===== src/hw/cief_pkg.sv =====
// constants for the can event flag, enable and error count block
// assumes a 16-bit register port and a protocol engine on core_clk
package cief_pkg;
  // register word offsets on the register port
  localparam logic [1:0] OFS_FLAGS  = 2'h0;
  localparam logic [1:0] OFS_ENABLE = 2'h1;
  localparam logic [1:0] OFS_COUNT  = 2'h2;
  // fault state field positions
  localparam int BIT_TX_BUS_OFF = 13;
  localparam int BIT_TX_PASSIVE = 12;
  localparam int BIT_RX_PASSIVE = 11;
  localparam int BIT_TX_WARNING = 10;
  localparam int BIT_RX_WARNING = 9;
  localparam int BIT_ANY_WARNING = 8;
  // event flag positions
  localparam int BIT_INVALID_MSG = 7;
  localparam int BIT_WAKEUP      = 6;
  localparam int BIT_ERROR       = 5;
  localparam int BIT_FIFO_FULL   = 3;
  localparam int BIT_RX_OVERFLOW = 2;
  localparam int BIT_RX_BUFFER   = 1;
  localparam int BIT_TX_BUFFER   = 0;
  // implemented event bits, bit 4 absent
  localparam logic [7:0] EVENT_MASK = 8'hEF;
  // reset values
  localparam logic [7:0] FLAGS_RST  = 8'h00;
  localparam logic [7:0] ENABLE_RST = 8'h00;
  localparam logic [5:0] FAULT_RST  = 6'h00;
  localparam logic [8:0] COUNT_RST  = 9'h000;
  // fault confinement thresholds
  localparam logic [8:0] WARN_LEVEL    = 9'h060;
  localparam logic [8:0] PASSIVE_LEVEL = 9'h080;
  localparam logic [8:0] BUS_OFF_ABOVE = 9'h0FF;
endpackage : cief_pkg


===== src/hw/cief_fault_state.sv =====
// fault confinement state decode from the two error counters
// assumes counts come from logic on core_clk
`timescale 1ns/10ps
module cief_fault_state (
  // clock and reset
  input  wire logic       core_clk,
  input  wire logic       rst,
  // counters from the protocol engine
  input  wire logic [8:0] tx_count,
  input  wire logic [8:0] rx_count,
  // state bits 13..8 in order, and entry pulse
  output logic      [5:0] fault_r,
  output logic            enter_r
);
  logic [5:0] fault_nxt; // decoded state
  logic       enter_nxt; // any bit newly set

  // decode thresholds; bus-off sits above the passive band
  always_comb begin
    fault_nxt[5] = tx_count > cief_pkg::BUS_OFF_ABOVE;
    fault_nxt[4] = (tx_count >= cief_pkg::PASSIVE_LEVEL) && !fault_nxt[5];
    fault_nxt[3] = rx_count >= cief_pkg::PASSIVE_LEVEL;
    fault_nxt[2] = tx_count >= cief_pkg::WARN_LEVEL;
    fault_nxt[1] = rx_count >= cief_pkg::WARN_LEVEL;
    fault_nxt[0] = fault_nxt[2] | fault_nxt[1];
    enter_nxt    = |(fault_nxt & ~fault_r);
  end

  // register the state so it lines up with the count copy
  always_ff @(posedge core_clk or posedge rst) begin
    if (rst) begin
      fault_r <= cief_pkg::FAULT_RST;
      enter_r <= 1'b0;
    end else begin
      fault_r <= fault_nxt;
      enter_r <= enter_nxt;
    end
  end
endmodule // cief_fault_state


===== src/hw/cief_event_flag.sv =====
// sticky event flags, cleared by software writing zero
// assumes set pulses come from logic on core_clk
`timescale 1ns/10ps
module cief_event_flag #(
  parameter int          W    = 8,
  parameter logic [15:0] MASK = 16'h00EF
) (
  // clock and reset
  input  wire logic         core_clk,
  input  wire logic         rst,
  // hardware set pulses
  input  wire logic [W-1:0] set_vec,
  // software clear write
  input  wire logic         clr_wr,
  input  wire logic [W-1:0] clr_data,
  // flags
  output logic      [W-1:0] flag_r
);
  logic [W-1:0] flag_nxt; // next flags
  logic [W-1:0] keep;     // bits not cleared

  // width beyond the register word cannot be served
  if (W < 1 || W > 16) begin : g_chk
    $error("cief_event_flag width out of range");
  end

  // a zero clears, a one keeps; set wins over clear
  always_comb begin
    keep     = clr_wr ? clr_data : {W{1'b1}};
    flag_nxt = ((flag_r & keep) | set_vec) & MASK[W-1:0];
  end

  // registers only
  always_ff @(posedge core_clk or posedge rst) begin
    if (rst) begin
      flag_r <= '0;
    end else begin
      flag_r <= flag_nxt;
    end
  end
endmodule // cief_event_flag


===== src/hw/cief_top.sv =====
// can event flag, enable and error count registers
// assumes the protocol engine and register port share core_clk
`timescale 1ns/10ps
module cief_top (
  // clock and reset
  input  wire logic        core_clk,
  input  wire logic        rst,
  // register port
  input  wire logic [1:0]  reg_addr,
  input  wire logic [15:0] reg_wdata,
  input  wire logic        reg_wr,
  input  wire logic        reg_rd,
  output logic      [15:0] reg_rdata,
  // error counters from the protocol engine
  input  wire logic [8:0]  tx_err_count,
  input  wire logic [7:0]  rx_err_count,
  // one-cycle event pulses from the protocol engine
  input  wire logic        invalid_msg_evt,
  input  wire logic        wakeup_evt,
  input  wire logic        fifo_almost_full_evt,
  input  wire logic        rx_overflow_evt,
  input  wire logic        rx_buffer_evt,
  input  wire logic        tx_buffer_evt,
  // module interrupt request
  output logic             irq
);

  // saturate a 9-bit count into the 8-bit field
  function automatic logic [7:0] sat8(input logic [8:0] v);
    sat8 = v[8] ? 8'hFF : v[7:0];
  endfunction

  // ---- count copies -------------------------------------------
  logic [8:0] tx_cnt_r;   // transmit count copy
  logic [8:0] tx_cnt_nxt; // next copy
  logic [8:0] rx_cnt_r;   // receive count copy, 9 bits for the decode checks
  logic [8:0] rx_cnt_nxt; // next copy

  // counts are sampled every cycle so the field tracks the engine
  always_comb begin
    tx_cnt_nxt = tx_err_count;
    rx_cnt_nxt = {1'b0, rx_err_count};
  end

  // registers only
  always_ff @(posedge core_clk or posedge rst) begin
    if (rst) begin
      tx_cnt_r <= cief_pkg::COUNT_RST;
      rx_cnt_r <= cief_pkg::COUNT_RST;
    end else begin
      tx_cnt_r <= tx_cnt_nxt;
      rx_cnt_r <= rx_cnt_nxt;
    end
  end

  // ---- fault state --------------------------------------------
  logic [5:0] fault;       // status bits 13..8
  logic       fault_enter; // some state bit newly entered

  // decode from the raw counts, so state and copy change together
  cief_fault_state u_fault (
    .core_clk (core_clk),
    .rst      (rst),
    .tx_count (tx_err_count),
    .rx_count ({1'b0, rx_err_count}),
    .fault_r  (fault),
    .enter_r  (fault_enter)
  );

  // ---- decode of the register port ----------------------------
  logic wr_flags;  // write to flag register
  logic wr_enable; // write to enable register

  // only these two words take writes; the count word is read-only
  always_comb begin
    wr_flags  = reg_wr && (reg_addr == cief_pkg::OFS_FLAGS);
    wr_enable = reg_wr && (reg_addr == cief_pkg::OFS_ENABLE);
  end

  // ---- event flags --------------------------------------------
  logic [7:0] set_vec; // set pulses by position
  logic [7:0] flags;   // sticky flags

  // gather sources into flag positions; bit 4 never sets
  always_comb begin
    set_vec = 8'h00;
    set_vec[cief_pkg::BIT_INVALID_MSG] = invalid_msg_evt;
    set_vec[cief_pkg::BIT_WAKEUP]      = wakeup_evt;
    set_vec[cief_pkg::BIT_ERROR]       = fault_enter;
    set_vec[cief_pkg::BIT_FIFO_FULL]   = fifo_almost_full_evt;
    set_vec[cief_pkg::BIT_RX_OVERFLOW] = rx_overflow_evt;
    set_vec[cief_pkg::BIT_RX_BUFFER]   = rx_buffer_evt;
    set_vec[cief_pkg::BIT_TX_BUFFER]   = tx_buffer_evt;
  end

  // writes of one are harmless, so one flag clears by writing zero there and ones elsewhere
  cief_event_flag #(
    .W    (8),
    .MASK ({8'h00, cief_pkg::EVENT_MASK})
  ) u_flags (
    .core_clk (core_clk),
    .rst      (rst),
    .set_vec  (set_vec),
    .clr_wr   (wr_flags),
    .clr_data (reg_wdata[7:0]),
    .flag_r   (flags)
  );

  // ---- enables ------------------------------------------------
  logic [7:0] enable_r;   // enable bits
  logic [7:0] enable_nxt; // next enables

  // plain read/write; bit 4 held at zero
  always_comb begin
    enable_nxt = enable_r;
    if (wr_enable) begin
      enable_nxt = reg_wdata[7:0] & cief_pkg::EVENT_MASK;
    end
  end

  // registers only
  always_ff @(posedge core_clk or posedge rst) begin
    if (rst) begin
      enable_r <= cief_pkg::ENABLE_RST;
    end else begin
      enable_r <= enable_nxt;
    end
  end

  // ---- interrupt request --------------------------------------
  logic irq_nxt; // any enabled flag

  // level request; it falls one cycle after the flag is cleared
  always_comb begin
    irq_nxt = |(flags & enable_r);
  end

  // registers only
  always_ff @(posedge core_clk or posedge rst) begin
    if (rst) begin
      irq <= 1'b0;
    end else begin
      irq <= irq_nxt;
    end
  end

  // ---- read data ----------------------------------------------
  logic [15:0] rdata_nxt; // selected word

  // read data stand for one cycle only, zero otherwise;
  // unmapped words read zero rather than aliasing
  always_comb begin
    rdata_nxt = 16'h0000;
    if (reg_rd) begin
      case (reg_addr)
        cief_pkg::OFS_FLAGS: begin
          // bits 15-14 and 4 stay zero
          rdata_nxt = {2'b00, fault, flags & cief_pkg::EVENT_MASK};
        end
        cief_pkg::OFS_ENABLE: begin
          // upper byte unimplemented
          rdata_nxt = {8'h00, enable_r};
        end
        cief_pkg::OFS_COUNT: begin
          // transmit count above 255 shows as full scale
          rdata_nxt = {sat8(tx_cnt_r), rx_cnt_r[7:0]};
        end
        default: begin
          rdata_nxt = 16'h0000;
        end
      endcase
    end
  end

  // registers only
  always_ff @(posedge core_clk or posedge rst) begin
    if (rst) begin
      reg_rdata <= 16'h0000;
    end else begin
      reg_rdata <= rdata_nxt;
    end
  end

  // ---- checks -------------------------------------------------
  property p_bus_off;
    @(posedge core_clk) disable iff (rst)
      fault[5] == (tx_cnt_r > 9'h0FF);
  endproperty
  a_bus_off: assert property (p_bus_off)
    else $error("bus-off bit disagrees with tx count");

  property p_tx_passive;
    @(posedge core_clk) disable iff (rst)
      fault[4] == ((tx_cnt_r >= 9'h080) && (tx_cnt_r <= 9'h0FF));
  endproperty
  a_tx_passive: assert property (p_tx_passive)
    else $error("tx passive bit disagrees with tx count");

  property p_rx_passive;
    @(posedge core_clk) disable iff (rst)
      fault[3] == (rx_cnt_r >= 9'h080);
  endproperty
  a_rx_passive: assert property (p_rx_passive)
    else $error("rx passive bit disagrees with rx count");

  property p_tx_warn;
    @(posedge core_clk) disable iff (rst)
      fault[2] == (tx_cnt_r >= 9'h060);
  endproperty
  a_tx_warn: assert property (p_tx_warn)
    else $error("tx warning bit disagrees with tx count");

  property p_rx_warn;
    @(posedge core_clk) disable iff (rst)
      fault[1] == (rx_cnt_r >= 9'h060);
  endproperty
  a_rx_warn: assert property (p_rx_warn)
    else $error("rx warning bit disagrees with rx count");

  property p_any_warn;
    @(posedge core_clk) disable iff (rst)
      fault[0] == (fault[2] | fault[1]);
  endproperty
  a_any_warn: assert property (p_any_warn)
    else $error("combined warning is not the OR");

  property p_invalid_set;
    @(posedge core_clk) disable iff (rst)
      invalid_msg_evt |=> flags[7];
  endproperty
  a_invalid_set: assert property (p_invalid_set)
    else $error("invalid message flag not set");

  property p_tx_buf_set;
    @(posedge core_clk) disable iff (rst)
      tx_buffer_evt |=> flags[0];
  endproperty
  a_tx_buf_set: assert property (p_tx_buf_set)
    else $error("tx buffer flag not set");

  property p_error_set;
    @(posedge core_clk) disable iff (rst)
      (|(fault & ~$past(fault))) |-> ##1 flags[5];
  endproperty
  a_error_set: assert property (p_error_set)
    else $error("error flag missed a fault state entry");

  property p_write_one_keeps;
    @(posedge core_clk) disable iff (rst)
      (wr_flags && !flags[1] && !rx_buffer_evt) |=> !flags[1];
  endproperty
  a_write_one_keeps: assert property (p_write_one_keeps)
    else $error("flag set by a software write");

  property p_enable_wr;
    @(posedge core_clk) disable iff (rst)
      wr_enable |=> enable_r == ($past(reg_wdata[7:0]) & 8'hEF);
  endproperty
  a_enable_wr: assert property (p_enable_wr)
    else $error("enable write not stored");

  property p_flag_unimpl;
    @(posedge core_clk) disable iff (rst)
      (reg_rd && reg_addr == 2'h0) |=> (reg_rdata[15:14] == 2'b00 && !reg_rdata[4]);
  endproperty
  a_flag_unimpl: assert property (p_flag_unimpl)
    else $error("unimplemented flag bits read nonzero");

  property p_count_read;
    @(posedge core_clk) disable iff (rst)
      (reg_rd && reg_addr == 2'h2) |=> reg_rdata[7:0] == $past(rx_cnt_r[7:0]);
  endproperty
  a_count_read: assert property (p_count_read)
    else $error("rx count field wrong");

  property p_irq;
    @(posedge core_clk) disable iff (rst)
      ##1 irq == $past(|(flags & enable_r));
  endproperty
  a_irq: assert property (p_irq)
    else $error("interrupt request does not follow flags and enables");

  // the remaining sources, so that a miswired set position cannot hide
  property p_wakeup_set;
    @(posedge core_clk) disable iff (rst)
      wakeup_evt |=> flags[cief_pkg::BIT_WAKEUP];
  endproperty
  a_wakeup_set: assert property (p_wakeup_set)
    else $error("wake-up flag not set");

  property p_fifo_set;
    @(posedge core_clk) disable iff (rst)
      fifo_almost_full_evt |=> flags[cief_pkg::BIT_FIFO_FULL];
  endproperty
  a_fifo_set: assert property (p_fifo_set)
    else $error("fifo almost full flag not set");

  property p_rx_ovf_set;
    @(posedge core_clk) disable iff (rst)
      rx_overflow_evt |=> flags[cief_pkg::BIT_RX_OVERFLOW];
  endproperty
  a_rx_ovf_set: assert property (p_rx_ovf_set)
    else $error("rx overflow flag not set");

  property p_rx_buf_set;
    @(posedge core_clk) disable iff (rst)
      rx_buffer_evt |=> flags[cief_pkg::BIT_RX_BUFFER];
  endproperty
  a_rx_buf_set: assert property (p_rx_buf_set)
    else $error("rx buffer flag not set");

  // a zero written clears unless the event lands in the same cycle
  property p_zero_clears;
    @(posedge core_clk) disable iff (rst)
      (wr_flags && !reg_wdata[cief_pkg::BIT_TX_BUFFER] && !tx_buffer_evt) |=> !flags[cief_pkg::BIT_TX_BUFFER];
  endproperty
  a_zero_clears: assert property (p_zero_clears)
    else $error("zero write did not clear the flag");

  // without a register write a flag never falls by itself
  property p_flag_hold;
    @(posedge core_clk) disable iff (rst)
      (flags[cief_pkg::BIT_INVALID_MSG] && !wr_flags) |=> flags[cief_pkg::BIT_INVALID_MSG];
  endproperty
  a_flag_hold: assert property (p_flag_hold)
    else $error("flag fell without a software write");

  property p_enable_unimpl;
    @(posedge core_clk) disable iff (rst)
      (reg_rd && reg_addr == cief_pkg::OFS_ENABLE) |=> (reg_rdata[15:8] == 8'h00 && !reg_rdata[4]);
  endproperty
  a_enable_unimpl: assert property (p_enable_unimpl)
    else $error("unimplemented enable bits read nonzero");

  // transmit field shows full scale once the count passes 255
  property p_tx_count_read;
    @(posedge core_clk) disable iff (rst)
      (reg_rd && reg_addr == cief_pkg::OFS_COUNT) |=>
        reg_rdata[15:8] == ($past(tx_cnt_r[8]) ? 8'hFF : $past(tx_cnt_r[7:0]));
  endproperty
  a_tx_count_read: assert property (p_tx_count_read)
    else $error("tx count field wrong");

  property p_status_read;
    @(posedge core_clk) disable iff (rst)
      (reg_rd && reg_addr == cief_pkg::OFS_FLAGS) |=> reg_rdata[13:8] == $past(fault);
  endproperty
  a_status_read: assert property (p_status_read)
    else $error("status bits in the flag word disagree with the state");

endmodule // cief_top


===== config.mk =====
export PLATFORM = sky130hd
export DESIGN_NAME = cief_top
export DESIGN_NICKNAME = d
export VERILOG_FILES = /design/src/hw/cief_pkg.sv /design/src/hw/cief_fault_state.sv /design/src/hw/cief_event_flag.sv /design/src/hw/cief_top.sv
export SDC_FILE = /design/constraint.sdc
export NUM_CORES = 1
export LEC_CHECK = 0
export BUFFER_PORTS_ARGS = -buffer_cell sky130_fd_sc_hd__buf_4
export CAP_MARGIN = 20
export CORE_MARGIN = 4
export CORE_UTILIZATION = 40
export DETAILED_ROUTE_END_ITERATION = 8
export SYNTH_ARGS = -nofsm -noshare
export SYNTH_HDL_FRONTEND = slang
export SYNTH_SLANG_ARGS = --single-unit

===== constraint.sdc =====
create_clock -name core_clk -period 5.4 [get_ports core_clk]
set_clock_uncertainty 0.2 [all_clocks]
set_input_delay 0.81 -clock core_clk [delete_from_list [all_inputs] [get_ports core_clk]]
set_output_delay 0.81 -clock core_clk [all_outputs]
set_load 0.1 [all_outputs]

# Yosys cells after proc, flatten, opt, wreduce, memory -nomap -nowiden
# Index checks and enable logic that the tools add are counted.
[op_classes]
add_sub_neg = 0
multipliers = 0
div_mod_pow = 0
n_lt_le_gt_ge = 5
n_eq_ne = 2
n_shift = 0
mux = 4
bitwise = 6
n_reduce_logical = 7
[ops]
columns = ["cell", "n"]
rows = [
  ["$pmux 16 s3", 1],
  ["$and 8x8->8", 2],
  ["$mux 16", 1],
  ["$mux 8", 2],
  ["$ge 9x7->1 const B", 1],
  ["$ge 9x8->1 const B", 1],
  ["$gt 9x8->1 const B", 1],
  ["$ge 8x7->1 const B", 1],
  ["$ge 8x8->1 const B", 1],
  ["$or 8x8->8", 1],
  ["$reduce_or 8->1", 1],
  ["$and 6x6->6", 1],
  ["$not 6->6", 1],
  ["$reduce_or 6->1", 1],
  ["$logic_and 1x1->1", 3],
  ["$eq 2x1->1 const B", 1],
  ["$eq 2x2->1 const B", 1],
  ["$logic_not 2->1", 1],
  ["$logic_not 1->1", 1],
  ["$or 1x1->1", 1],
]
[totals]
reg_bits = 55
latchBits = 0
mem_bits_rw = 0
rom_bits = 0
output_inout_bits = 17
mem_count = 0

# Longest topological paths before layout
[logic_depth]
depth_word = 5
ltp_mapped = 5
ltp_nobuf = 3

# Hierarchy
# A second synthesis with hierarchy kept.
[unflattened]
hier_cells = 157
hier_area_um2 = 2080.7
[by_module_without_submodules]
columns = ["module", "instances", "cells_each", "area_per_inst_um2", "seq_area_each_um2"]
rows = [
  ["cief_top", 1, 109, 1522.7, 1026.0],
  ["cief_event_flag", 1, 24, 286.5, 175.2],
  ["cief_fault_state", 1, 24, 271.5, 175.2],
]

# Worst setup path before layout
# OpenSTA, ideal clock, no wires.
[synth_path]
path_kind = "reg2out"
start = "register irq"
end = "output port irq"
arrival_ns = 0.883
t_required_ns = 4.390
path_slack_ns = 3.507
stages_incl_launch_ff = 1
n_path_buf = 0
path_cell_list = "dfrtp_1"
[synth_lines]
columns = ["element", "line", "text"]
rows = [
  ["from (decl)", "cief_top.sv:25", "output logic irq"],
  ["from (signal assigned)", "cief_top.sv:143", "irq <= irq_nxt;"],
]
# No word-level cell between the ends.

# Worst setup path after layout
[layout_path]
start = "register reg_rdata[7]"
end = "output port reg_rdata[7]"
[layout_lines]
columns = ["element", "line", "text"]
rows = [
  ["from (decl)", "cief_top.sv:13", "output logic [15:0] reg_rdata,"],
  ["from (signal assigned)", "cief_top.sv:180", "reg_rdata <= rdata_nxt;"],
]
# No word-level cell between the ends.

==> metrics.txt <==
# TYPE chip_impl_metric gauge
chip_impl_info{name="outcome",value="finished, final reports clean"} 1
chip_impl_metric{name="gr-usage-met3",unit=""} 0.0420
chip_impl_metric{name="tightest_slew",unit="ns"} 0.453
chip_impl_metric{name="fp.dieArea",unit="µm²"} 6230
chip_impl_metric{name="worst-path-max-fanout",unit=""} 1
chip_impl_metric{name="final.fill_count",unit=""} 427
chip_impl_metric{name="cts.hold.buffers_added",unit=""} 0
chip_impl_info{name="path_class",value="reg2out"} 1
chip_impl_metric{name="syn-cell-area",unit="µm²"} 2010
chip_impl_info{name="final_common_cell",value="sky130_fd_sc_hd__dfrtp_1"} 1
chip_impl_metric{name="postCtsResizedCells",unit=""} 0
chip_impl_metric{name="dieWidth",unit="µm"} 78.9
chip_impl_metric{name="route.final.wire_length",unit="µm"} 4090
chip_impl_metric{name="detail_route.vias_per_cell",unit=""} 4.69
chip_impl_metric{name="finalSetupTns",unit="ns"} 0
chip_impl_metric{name="clkTransAtPathRegs",unit="ns"} 0.09
chip_impl_metric{name="hold-worst-slack",unit="ns"} 0.223
chip_impl_metric{name="layout-drive-gt1-share",unit=""} 0.309
chip_impl_metric{name="period_share",unit=""} 0.359
chip_impl_metric{name="place_hpwl",unit="µm"} 2990
chip_impl_info{name="worstSetupEndpointType",value="output port"} 1
chip_impl_metric{name="antenna_found_initial",unit=""} 0
chip_impl_info{name="cp-start-kind",value="register"} 1
chip_impl_info{name="global_route.peak_usage_layer",value="met2"} 1
chip_impl_metric{name="rows",unit=""} 25
chip_impl_metric{name="number_of_global_route_vias_before_repair",unit=""} 1499
chip_impl_metric{name="share_clk_of_total_power",unit=""} 0.274
chip_impl_metric{name="starting_density_of_the_core",unit=""} 0.420
chip_impl_metric{name="placement.setup.worst_slack",unit="ns"} 3.30
chip_impl_metric{name="routed_wire_length_per_instance",unit="µm"} 14.9
chip_impl_info{name="cts_tree",value="done"} 1
chip_impl_metric{name="drt_pass1_iterations",unit=""} 4
chip_impl_metric{name="setup_slack",unit="ns"} 3.46
chip_impl_info{name="mostFrequentLayoutCells",value="sky130_fd_sc_hd__dfrtp_1, sky130_fd_sc_hd__buf_4, sky130_fd_sc_hd__nor2_1"} 1
chip_impl_metric{name="gp_congestion",unit=""} 0.781
chip_impl_metric{name="final_hold_viol_count",unit=""} 0
chip_impl_metric{name="arrival",unit="ns"} 0.93
chip_impl_metric{name="numCtsBuffers",unit=""} 5
chip_impl_metric{name="power.ir.vdd_worst",unit="mV"} 0.202
chip_impl_metric{name="setup_violations",unit=""} 0
chip_impl_info{name="worstPathCellList",value="buf_4"} 1
chip_impl_metric{name="rrSetupSlack",unit="ns"} 4.08
chip_impl_metric{name="layout_overhead_on_the_synthesized_area",unit="%"} 27.7
chip_impl_metric{name="antenna-diode-count",unit=""} 0
chip_impl_metric{name="core_area",unit="µm²"} 4790
chip_impl_metric{name="grt_pass1_wl",unit="µm"} 6940
chip_impl_metric{name="port-buffer-count",unit=""} 52
chip_impl_metric{name="path_buf_inv",unit=""} 1
chip_impl_metric{name="power_density",unit="nW/µm²"} 321
chip_impl_metric{name="gr-total-overflow",unit=""} 0
chip_impl_metric{name="grt.total_usage",unit=""} 0.145
chip_impl_metric{name="final_net_count",unit=""} 251
chip_impl_metric{name="r2r.worst_path.cells",unit=""} 3
chip_impl_metric{name="maximum_number_of_pins_on_one_net_before_global_route_repair",unit=""} 56
chip_impl_metric{name="cts_setup_buffers",unit=""} 0
chip_impl_metric{name="netlist-cell-type-count",unit=""} 27
chip_impl_metric{name="syn-instance-count",unit=""} 151
chip_impl_metric{name="ys_warn_count",unit=""} 0
chip_impl_metric{name="timing_max_transition_violations_final",unit=""} 0
chip_impl_info{name="worst_hold_path_type",value="in2async"} 1
chip_impl_metric{name="gr-usage-met2",unit=""} 0.249
chip_impl_metric{name="pwr-share-comb",unit=""} 0.175
chip_impl_metric{name="max-slew-margin-rel",unit=""} 0.696
chip_impl_metric{name="power.switching_fraction",unit=""} 0.278
chip_impl_metric{name="route.vias.total",unit=""} 1286
chip_impl_info{name="ctsRootBufferMaster",value="sky130_fd_sc_hd__clkbuf_8"} 1
chip_impl_metric{name="critical_path.max_stage_delay",unit="ns"} 0.35
chip_impl_metric{name="final_core_utilization",unit=""} 0.537
chip_impl_metric{name="timing.fmax",unit="MHz"} 516
chip_impl_metric{name="synth_fp_nets",unit=""} 196
chip_impl_metric{name="drt_drc_violations_left",unit=""} 0
chip_impl_metric{name="first_iter_violations",unit=""} 71
chip_impl_metric{name="floorplan.io_pins",unit=""} 62
chip_impl_metric{name="max-clock-path-buffers",unit=""} 2
chip_impl_metric{name="p_int",unit="W"} 0.000595
chip_impl_metric{name="number_of_cells_on_the_critical_path",unit=""} 1
chip_impl_metric{name="crit_path_required_time",unit="ns"} 4.39
chip_impl_metric{name="global_route.usage.met1",unit=""} 0.180
chip_impl_metric{name="die_boundary_height",unit="µm"} 78.9
chip_impl_metric{name="ctsHtreeMaxLevel",unit=""} 2
chip_impl_metric{name="fin_crit",unit="ns"} 1.94
chip_impl_metric{name="detail-route-antenna-nets",unit=""} 0
chip_impl_metric{name="power_switching",unit="W"} 0.000229
chip_impl_metric{name="share_seq_of_total_power",unit=""} 0.551
chip_impl_metric{name="synth-seq-cells",unit=""} 55
chip_impl_info{name="unrepaired_setup_endpoints_after_global_routing",value="false"} 1
chip_impl_metric{name="maxCapViolations",unit=""} 0
chip_impl_metric{name="postSynthAreaPerCell",unit="µm²"} 13.3
chip_impl_metric{name="synth.yosys.seq_area_share",unit=""} 0.684
chip_impl_info{name="slowest_stage",value="sky130_fd_sc_hd__dfrtp_1"} 1
chip_impl_metric{name="clkLatencyLatePin",unit="ns"} 0.29
chip_impl_info{name="timing.critical_path.max_delay_family",value="flip-flops"} 1
chip_impl_metric{name="p_leak",unit="nW"} 1.21
chip_impl_metric{name="clock_sinks",unit=""} 55
## path summary, 6_finish.rpt
kind | to | start
setup / recovery | reg_rdata[7] | reg_rdata[7]$_DFF_PP0_
hold / removal | rx_cnt_r[6]$_DFF_PP0_ | rst
setup reg to reg | u_fault.enter_r$_DFF_PP0_ | u_fault.fault_r[5]$_DFF_PP0_
hold reg to reg | u_flags.flag_r[5]$_DFF_PP0_ | u_fault.enter_r$_DFF_PP0_
max in group asynchronous | enable_r[7]$_DFFE_PP0P_ | rst
min in group core_clk | u_flags.flag_r[5]$_DFF_PP0_ | u_fault.enter_r$_DFF_PP0_
## layer usage
metal,up-vias,part of all wire
li1,622,-
met1,624,0.42
met2,38,0.51
met3,2,0.065
met4,0,0.0061
met5,-,0
## cell type report
type                            instances  area (µm²)  area share
Sequential cell                        55        1380       0.536
Multi-Input combinational cell         86         586       0.228
Timing Repair Buffer                   53         410       0.160
Clock buffer                            7        86.3      0.0336
Tap cell                               67        83.8      0.0326
Inverter                                5        18.8     0.00730
Clock inverter                          1        8.76     0.00341
## flip-flops by register name (all words and copies together) (netlist names)
| name | flops |
|---|---|
| u_fault.enter_r | 1 |
| irq | 1 |
| tx_cnt_r | 9 |
| rx_cnt_r | 8 |
| enable_r | 7 |
| reg_rdata | 16 |
| u_fault.fault_r | 6 |
| u_flags.flag_r | 7 |
## power groups by stage
stage,Clock (W),Sequential [W],Combinational [W]
after global placement,0,0.000461,0.000142
after CTS,0.000235,0.000454,0.000145
after floorplan,0,0.000512,0.0000454
after detailed placement,0,0.000463,0.000144
after global routing,0.000255,0.000458,0.000155
final,0.000226,0.000455,0.000144
## synth_stat cells
cell type                  count  area (µm²)
sky130_fd_sc_hd__a211o_1       1        8.76
sky130_fd_sc_hd__a211oi_1      1        7.51
sky130_fd_sc_hd__a21boi_1      7        52.6
sky130_fd_sc_hd__a21oi_1       1        5.00
sky130_fd_sc_hd__a221o_1       1        10.0
sky130_fd_sc_hd__a222oi_1      1        10.0
sky130_fd_sc_hd__a22oi_1       2        15.0
sky130_fd_sc_hd__and3_1        1        6.26
sky130_fd_sc_hd__buf_2         1        5.00
sky130_fd_sc_hd__buf_4         1        7.51
sky130_fd_sc_hd__buf_6         1        11.3
sky130_fd_sc_hd__clkbuf_1      2        7.51
sky130_fd_sc_hd__dfrtp_1      55        1380
sky130_fd_sc_hd__inv_1         5        18.8
sky130_fd_sc_hd__mux2_1        7        78.8
sky130_fd_sc_hd__mux2i_1       7        70.1
sky130_fd_sc_hd__nand2_1       9        33.8
sky130_fd_sc_hd__nand2b_1      9        56.3
sky130_fd_sc_hd__nand3_1       1        5.00
sky130_fd_sc_hd__nand3b_4      1        20.0
sky130_fd_sc_hd__nor2_1       11        41.3
sky130_fd_sc_hd__nor2b_1       3        18.8
sky130_fd_sc_hd__nor2b_4       1        13.8
sky130_fd_sc_hd__o21ai_1       8        40.0
sky130_fd_sc_hd__o22ai_1       6        37.5
sky130_fd_sc_hd__or2_1         7        43.8
sky130_fd_sc_hd__or3b_4        1        11.3
## kinds of logic (layout without fill, tap and decap cells)
group | after synthesis | count (layout) | synth area share
flops | 55 | 55 | 0.684
simple gates | 44 | 44 | 0.124
compound gates | 28 | 28 | 0.0927
mux | 14 | 14 | 0.0740
buf+inv | 10 | 66 | 0.0249
## per-stage QoR
step                instances  cell area, µm²  power, W
floorplan                 151            2010  0.000558
global placement          265            2450  0.000603
detailed placement        265            2450  0.000607
CTS                       273            2550  0.000835
global route              274            2570  0.000868
finish                    274            2570  0.000824
No activity file was read; power rests on OpenSTA's default activity.
